==> config.mk <==
export PLATFORM = sky130hd
export DESIGN_NAME = complement_decskip_jump_exec
export DESIGN_NICKNAME = d
export VERILOG_FILES = /design/src/core/exec_pkg.sv /design/src/core/file_ram.sv /design/src/core/complement_decskip_jump_exec.sv
export SDC_FILE = /design/constraint.sdc
export NUM_CORES = 1
export LEC_CHECK = 0
export BUFFER_PORTS_ARGS = -buffer_cell sky130_fd_sc_hd__buf_2
export CAP_MARGIN = 20
export CELL_PAD_IN_SITES_DETAIL_PLACEMENT = 0
export CELL_PAD_IN_SITES_GLOBAL_PLACEMENT = 1
export CORE_MARGIN = 4
export CORE_UTILIZATION = 56
export DETAILED_ROUTE_END_ITERATION = 12
export PLACE_DENSITY = 0.78
export SYNTH_ARGS = -nofsm -noshare
export SYNTH_HDL_FRONTEND = slang
export SYNTH_HIERARCHICAL = 1
export SYNTH_SLANG_ARGS = --single-unit
==> constraint.sdc <==
create_clock -name clk -period 9.24 [get_ports clk]
set_input_delay 0.924 -clock clk [delete_from_list [all_inputs] [get_ports clk]]
set_output_delay 0.924 -clock clk [all_outputs]
set_load 0.1 [all_outputs]
==> src/core/exec_pkg.sv <==
// Package with opcode patterns, field positions, widths and reset values of the executor.
package exec_pkg;
    localparam int INSTR_W = 14;
    localparam int DATA_W = 8;
    localparam int ADDR_W = 7;
    localparam int PC_W = 13;
    localparam int FILE_DEPTH = 128;
    localparam int LATCH_W = 8;
    // Leading six bits of the two file operations.
    localparam logic [5:0] COMPLEMENT_FILE_OP = 6'h09;
    localparam logic [5:0] DECREMENT_SKIP_ZERO_OP = 6'h0B;
    // Leading three bits of the jump.
    localparam logic [2:0] UNCONDITIONAL_JUMP_OP = 3'h5;
    localparam int OP6_HI = 13;
    localparam int OP6_LO = 8;
    localparam int OP3_LO = 11;
    localparam int DEST_BIT = 7;
    localparam int FADDR_HI = 6;
    localparam int JUMP_HI = 10;
    localparam int LATCH_HI = 4;
    localparam int LATCH_LO = 3;
    localparam logic [DATA_W-1:0] W_RESET = 8'h00;
    localparam logic [PC_W-1:0] PC_RESET = 13'h0000;
    localparam logic [DATA_W-1:0] ONE = 8'h01;
    localparam logic [PC_W-1:0] PC_STEP = 13'h0001;
    typedef enum logic [1:0] {st_idle, st_exec} exec_state_t;
endpackage

==> src/core/file_ram.sv <==
// File register memory with synchronous write and registered read data.
`timescale 1ns/1ns
module file_ram #(
    parameter int DEPTH = 128,
    parameter int AW    = 7,
    parameter int DW    = 8
) (
    input  wire logic          clk,
    input  wire logic          rd_en,
    input  wire logic [AW-1:0] rd_addr,
    output logic      [DW-1:0] rd_data,
    input  wire logic          wr_en,
    input  wire logic [AW-1:0] wr_addr,
    input  wire logic [DW-1:0] wr_data
);
    logic [DW-1:0] mem [DEPTH];

    // Write and read both happen on the clock edge; read data is held in a register.
    always_ff @(posedge clk) begin
        if (wr_en) begin
            mem[wr_addr] <= wr_data;
        end
        if (rd_en) begin
            rd_data <= mem[rd_addr];
        end
    end
endmodule

==> src/core/complement_decskip_jump_exec.sv <==
// Executor for the complement, decrement-and-skip and unconditional jump instructions.
// What this block does
// - Complement op inverts addressed file register.
// - Complement result to W or file by destination.
// - Decrement op subtracts one, wrapping modulo 256.
// - Decrement result to W or file by destination.
// - Zero decrement result discards next instruction as no-op.
// - Skip depends only on new result zero.
// - Jump loads 11-bit immediate into PC low.
// - Jump copies latch bits 4:3 to PC 12:11.
// - Jump takes two cycles, flushing fetched instruction.
// - Jump is unconditional, touches no status or stack.
`timescale 1ns/1ns
module complement_decskip_jump_exec (
    input  wire logic                         clk,
    input  wire logic                         sys_rst,
    input  wire logic                         instr_valid,
    input  wire logic [exec_pkg::INSTR_W-1:0] instr,
    input  wire logic [exec_pkg::LATCH_W-1:0] pc_page_latch,
    input  wire logic                         file_load_en,
    input  wire logic [exec_pkg::ADDR_W-1:0]  file_load_addr,
    input  wire logic [exec_pkg::DATA_W-1:0]  file_load_data,
    output logic                              ready,
    output logic                              done,
    output logic                              nop_exec,
    output logic                              flush,
    output logic [exec_pkg::DATA_W-1:0]       w_reg,
    output logic                              zero_flag,
    output logic [exec_pkg::PC_W-1:0]         pc
);
    import exec_pkg::*;

    // Decoding helpers used at acceptance and again at execution.
    function automatic logic is_complement(input logic [INSTR_W-1:0] i);
        return i[OP6_HI:OP6_LO] == COMPLEMENT_FILE_OP;
    endfunction

    function automatic logic is_decrement(input logic [INSTR_W-1:0] i);
        return i[OP6_HI:OP6_LO] == DECREMENT_SKIP_ZERO_OP;
    endfunction

    function automatic logic is_jump(input logic [INSTR_W-1:0] i);
        return i[OP6_HI:OP3_LO] == UNCONDITIONAL_JUMP_OP;
    endfunction

    exec_state_t          state;
    exec_state_t          next_state;
    logic [INSTR_W-1:0]   held;
    logic [INSTR_W-1:0]   next_held;
    logic                 discard;
    logic                 next_discard;
    logic                 next_ready;
    logic                 next_done;
    logic                 next_nop_exec;
    logic                 next_flush;
    logic [DATA_W-1:0]    next_w_reg;
    logic                 next_zero_flag;
    logic [PC_W-1:0]      next_pc;
    logic                 rd_en;
    logic [ADDR_W-1:0]    rd_addr;
    logic [DATA_W-1:0]    rd_data;
    logic                 wr_en;
    logic [ADDR_W-1:0]    wr_addr;
    logic [DATA_W-1:0]    wr_data;
    logic [DATA_W-1:0]    result;
    logic                 accept;

    file_ram #(
        .DEPTH (FILE_DEPTH),
        .AW    (ADDR_W),
        .DW    (DATA_W)
    ) u_file_ram (
        .clk     (clk),
        .rd_en   (rd_en),
        .rd_addr (rd_addr),
        .rd_data (rd_data),
        .wr_en   (wr_en),
        .wr_addr (wr_addr),
        .wr_data (wr_data)
    );

    // Result of the held file operation, computed from the registered read data.
    always_comb begin
        if (is_complement(held)) begin
            result = ~rd_data;
        end else begin
            result = rd_data - ONE;
        end
    end

    // Next-state logic for acceptance, execution, flags, program counter and memory.
    always_comb begin
        accept         = instr_valid && (state == st_idle);
        next_state     = state;
        next_held      = held;
        next_discard   = discard;
        next_done      = 1'b0;
        next_nop_exec  = 1'b0;
        next_flush     = 1'b0;
        next_w_reg     = w_reg;
        next_zero_flag = zero_flag;
        next_pc        = pc;
        rd_en          = 1'b0;
        rd_addr        = instr[FADDR_HI:0];
        wr_en          = file_load_en && (state == st_idle);
        wr_addr        = file_load_addr;
        wr_data        = file_load_data;
        case (state)
            st_idle: begin
                if (accept) begin
                    if (discard) begin
                        // The already fetched instruction runs as a no-op.
                        next_discard  = 1'b0;
                        next_nop_exec = 1'b1;
                        next_done     = 1'b1;
                        next_pc       = pc + PC_STEP;
                    end else if (is_jump(instr)) begin
                        // Flags and stack are left alone; no condition is tested.
                        next_pc = {pc_page_latch[LATCH_HI:LATCH_LO],
                                   instr[JUMP_HI:0]};
                        next_discard = 1'b1;
                        next_flush   = 1'b1;
                        next_done    = 1'b1;
                    end else if (is_complement(instr) || is_decrement(instr)) begin
                        rd_en      = 1'b1;
                        next_held  = instr;
                        next_state = st_exec;
                    end else begin
                        next_done = 1'b1;
                        next_pc   = pc + PC_STEP;
                    end
                end
            end
            st_exec: begin
                if (held[DEST_BIT]) begin
                    wr_en   = 1'b1;
                    wr_addr = held[FADDR_HI:0];
                    wr_data = result;
                end else begin
                    next_w_reg = result;
                end
                if (is_complement(held)) begin
                    next_zero_flag = (result == '0);
                end else if (result == '0) begin
                    // Zero flag is not written here even when the result is zero.
                    next_discard = 1'b1;
                    next_flush   = 1'b1;
                end
                next_done  = 1'b1;
                next_pc    = pc + PC_STEP;
                next_state = st_idle;
            end
            default: begin
                next_state = st_idle;
            end
        endcase
        next_ready = (next_state == st_idle);
    end

    // State registers with synchronous reset.
    always_ff @(posedge clk) begin
        if (sys_rst) begin
            state     <= st_idle;
            held      <= '0;
            discard   <= 1'b0;
            ready     <= 1'b1;
            done      <= 1'b0;
            nop_exec  <= 1'b0;
            flush     <= 1'b0;
            w_reg     <= W_RESET;
            zero_flag <= 1'b0;
            pc        <= PC_RESET;
        end else begin
            state     <= next_state;
            held      <= next_held;
            discard   <= next_discard;
            ready     <= next_ready;
            done      <= next_done;
            nop_exec  <= next_nop_exec;
            flush     <= next_flush;
            w_reg     <= next_w_reg;
            zero_flag <= next_zero_flag;
            pc        <= next_pc;
        end
    end
endmodule

==> metrics.cfg <==
[run_status]
status=finished clean

[worst_setup_path]
slowest_delay_ns=1.04
cp-end-kind=flip-flop
required_ns=9.50
cp_top_family=simple AND/OR/NAND/NOR gates
cp_slowest_cell=nor2_1
cp_max_fo=23
start_kind=flip-flop
setup.worst_path.end=u_file_ram/mem[52][0]
worst-path-stages=7
timing.critical_path.from=state[1]
r2r_setup_slack_ns=4.96
cp_num_buf_inv=1
arrival_ns=4.54
crit_chain=nor2b_1 -> nand2_1 -> buf_4 -> mux2_2 -> nor2b_1 -> nand2_1 -> nor2_1
reg2reg_to=u_file_ram/mem[52][0]
r2r-start=state[1]
rr_worst_depth=7
path_class=reg -> reg

[clock_network]
clock_tree.buffer_depth=3
ctsHtreeMaxLevel=3
cts_hold_buf=0
postCtsSetupRepairBufs=0
cts_tree=yes
cts_resized=0
root_buffer=clkbuf_16
clock_sinks=1075
clock_latency_ns=0.66
clk_pin_slew_worst_paths_ns=0.06
cts_inserted_buffers=105

[place]
gp_congestion=0.808
placed_area_mm2=0.0435
dp_slack_ns=4.62
dp_hpwl_um=54900
numPortBuffers=60

[power_and_ir_drop]
p_leak_nw=14.5
vdd_drop_max_uv=163
p_per_area_mw_per_mm2=213
p_total_mw=9.99

[route]
post_drt_wl_per_cell_um=29.7
first_iter_violations=2489
drt_first_pass_iters=5
wirelength_um=91900
via_count=20083
drc=0
vias_per_cell=6.49
postRouteAntennaNets=0

[synthesis]
synth-simple-area-share_pct=3.22
synth_mux_area_share_pct=18.5
synth_fa_ha_area_share_pct=0.0595
synth-compound-area-share_pct=1.13
synth-seq-cells=1075
synth_xor_area_share_pct=0.125
yosys.area.top_type_share_pct=73.7
synth-edff-count=1032
async_flop_share_pct=0
yosysTopAreaCell=edfxtp_1
synth_area_mm2=0.0420
synth_nets=1984
ys_types=51
synthTopCellsByArea=edfxtp_1 (74%), mux4_2 (18%), dfxtp_1 (2.0%)
yosys_warnings=6
synth_top_family_by_area=multiplexers
synthCells=1941
synth.avg_cell_area_um2=21.7
ys.flop_type=edfxtp_1
synth-seq-area-share_pct=75.8

[sta]
finalSetupViolCount=0
hold_viol_final=0
fin_crit_ns=4.28
slew_headroom_pct=22.0
postLayoutSetupSlackWorst_ns=4.96
timing.final.crit_share_pct=46.4
final_max_slew_viol_count=0
worstMarginPinSlew_ns=1.17
skew_ns=0.0366
tns_ns=0
rsz0062_at_grt=false
timing.fmax_ghz=0.233

[finish]
largest_register_ffs=1024
stdcell_area_mm2=0.0469
nets=2084
reg_top3=u_file_ram/mem: 1024 flops, held: 14 flops, pc: 13 flops
area_growth_syn_to_layout_pct=11.5
num_antenna_cells=0
fin_util_pct=63.0
regMostFlops=u_file_ram/mem
drive_gt1_share_pct=28.8

[global_routing]
overflow=0
antenna_found_initial=3
grt_pass1_wl_um=136000
grtUsageTotal_pct=23.6
grt_max_degree=122
grt_pass1_vias=20052

[run]
cap_viol_max_count=0

[floorplanning]
die_h_um=282
io-pin-count=67
die_x_um=282
start_util_pct=56.5
die_area_mm2=0.0795
core_area_mm2=0.0744
num_rows=100

[hold_path]
hold_class=reg -> reg

==> cells in the final DEF, fill, tap and decap left out, drive strengths merged, types with 3 or more instances in the layout <==
master and n:
nor2b 15, nand2 70, a21oi 23, nor2 158, xnor2 4, buf 99, edfxtp 1032, nor3b 3
mux2 15, o21ai 24, o31ai 4, or3 3, bufinv 9, clkbuf 126, o22ai 4, a22oi 3
mux2i 3, inv 12, dfxtp 43, nand3 21, clkinv 51, nand4 6, nor3 16, o41ai 4
mux4 336, and2 4, a31oi 6, nand2b 5
==> routing by layer <==
metal,up-vias,wire length [um],track usage [%]
met5,-,0,0
met4,0,2840,7.81
met3,143,8680,4.77
met2,966,44300,36.3
met1,10667,36100,34.7
li1,8307,-,-
==> kinds of logic after synthesis <==
logic type | after synthesis
other | 1
flip-flops | 1075
adder cells (fa/ha/maj) | 2
AO/OA/AOI/OAI | 79
multiplexers | 354
buffers and inverters | 115
AND/OR/NAND/NOR | 309
XOR/XNOR | 6
==> synthesized netlist by cell type, types with 4 or more instances <==
cell / instances
edfxtp_1: 1032
mux4_2: 336
nor2_1: 158
nand2_1: 70
clkbuf_1: 57
dfxtp_1: 43
o21ai_0: 24
a21oi_1: 23
nand3_1: 21
buf_1: 18
buf_2: 16
nor3_1: 16
mux2_2: 15
nor2b_1: 15
buf_4: 12
inv_1: 9
a31oi_1: 6
nand4_1: 6
nand2b_1: 5
and2_1: 4
o22ai_1: 4
o31ai_1: 4
o41ai_1: 4
xnor2_1: 4
==> metrics by stage <==
step | instances | hold WS [ns]
finish | 3094 | 0.454
CTS | 3092 | 0.456
global placement | 2901 | 0.444
detailed placement | 2901 | 0.448
global route | 3094 | 0.471
floorplan | 1941 | 0.432
==> where the power goes <==
part           switching, mW  internal [mW]
registers            0.00545           5.35
clock network           1.74           2.40
logic                  0.300          0.191
==> area by class of cell <==
class | count | area [um^2]
fillers | 4873 | 27600
multi-input cells | 751 | 9770
clock buffers | 126 | 2810
well taps | 969 | 1210
inverters | 9 | 33.8
clock inverters | 65 | 536
flip-flops and latches | 1075 | 31900
repair buffers | 99 | 666
==> worst min path at each step <==
stage / from / end / slack (ns) / depth (start not counted)
6_report: held[6] / held[6] / 0.45 / 2
5_1_grt: held[6] / held[6] / 0.47 / 2
4_1_cts: held[6] / held[6] / 0.46 / 2
3_5_place_dp: held[6] / held[6] / 0.45 / 2
3_3_place_gp: held[11] / held[11] / 0.44 / 2
2_1_floorplan: held[11] / held[11] / 0.43 / 2
==> worst register-to-register path, stage by stage (launching register included) <==
cell,delay (ns)
dfxtp_1,0.49
nor2b_1,0.15
nand2_1,0.09
buf_4,0.37
mux2_2,0.61
nor2b_1,0.37
nand2_1,0.76
nor2_1,1.04
No activity file was read; power rests on OpenSTA's default activity.
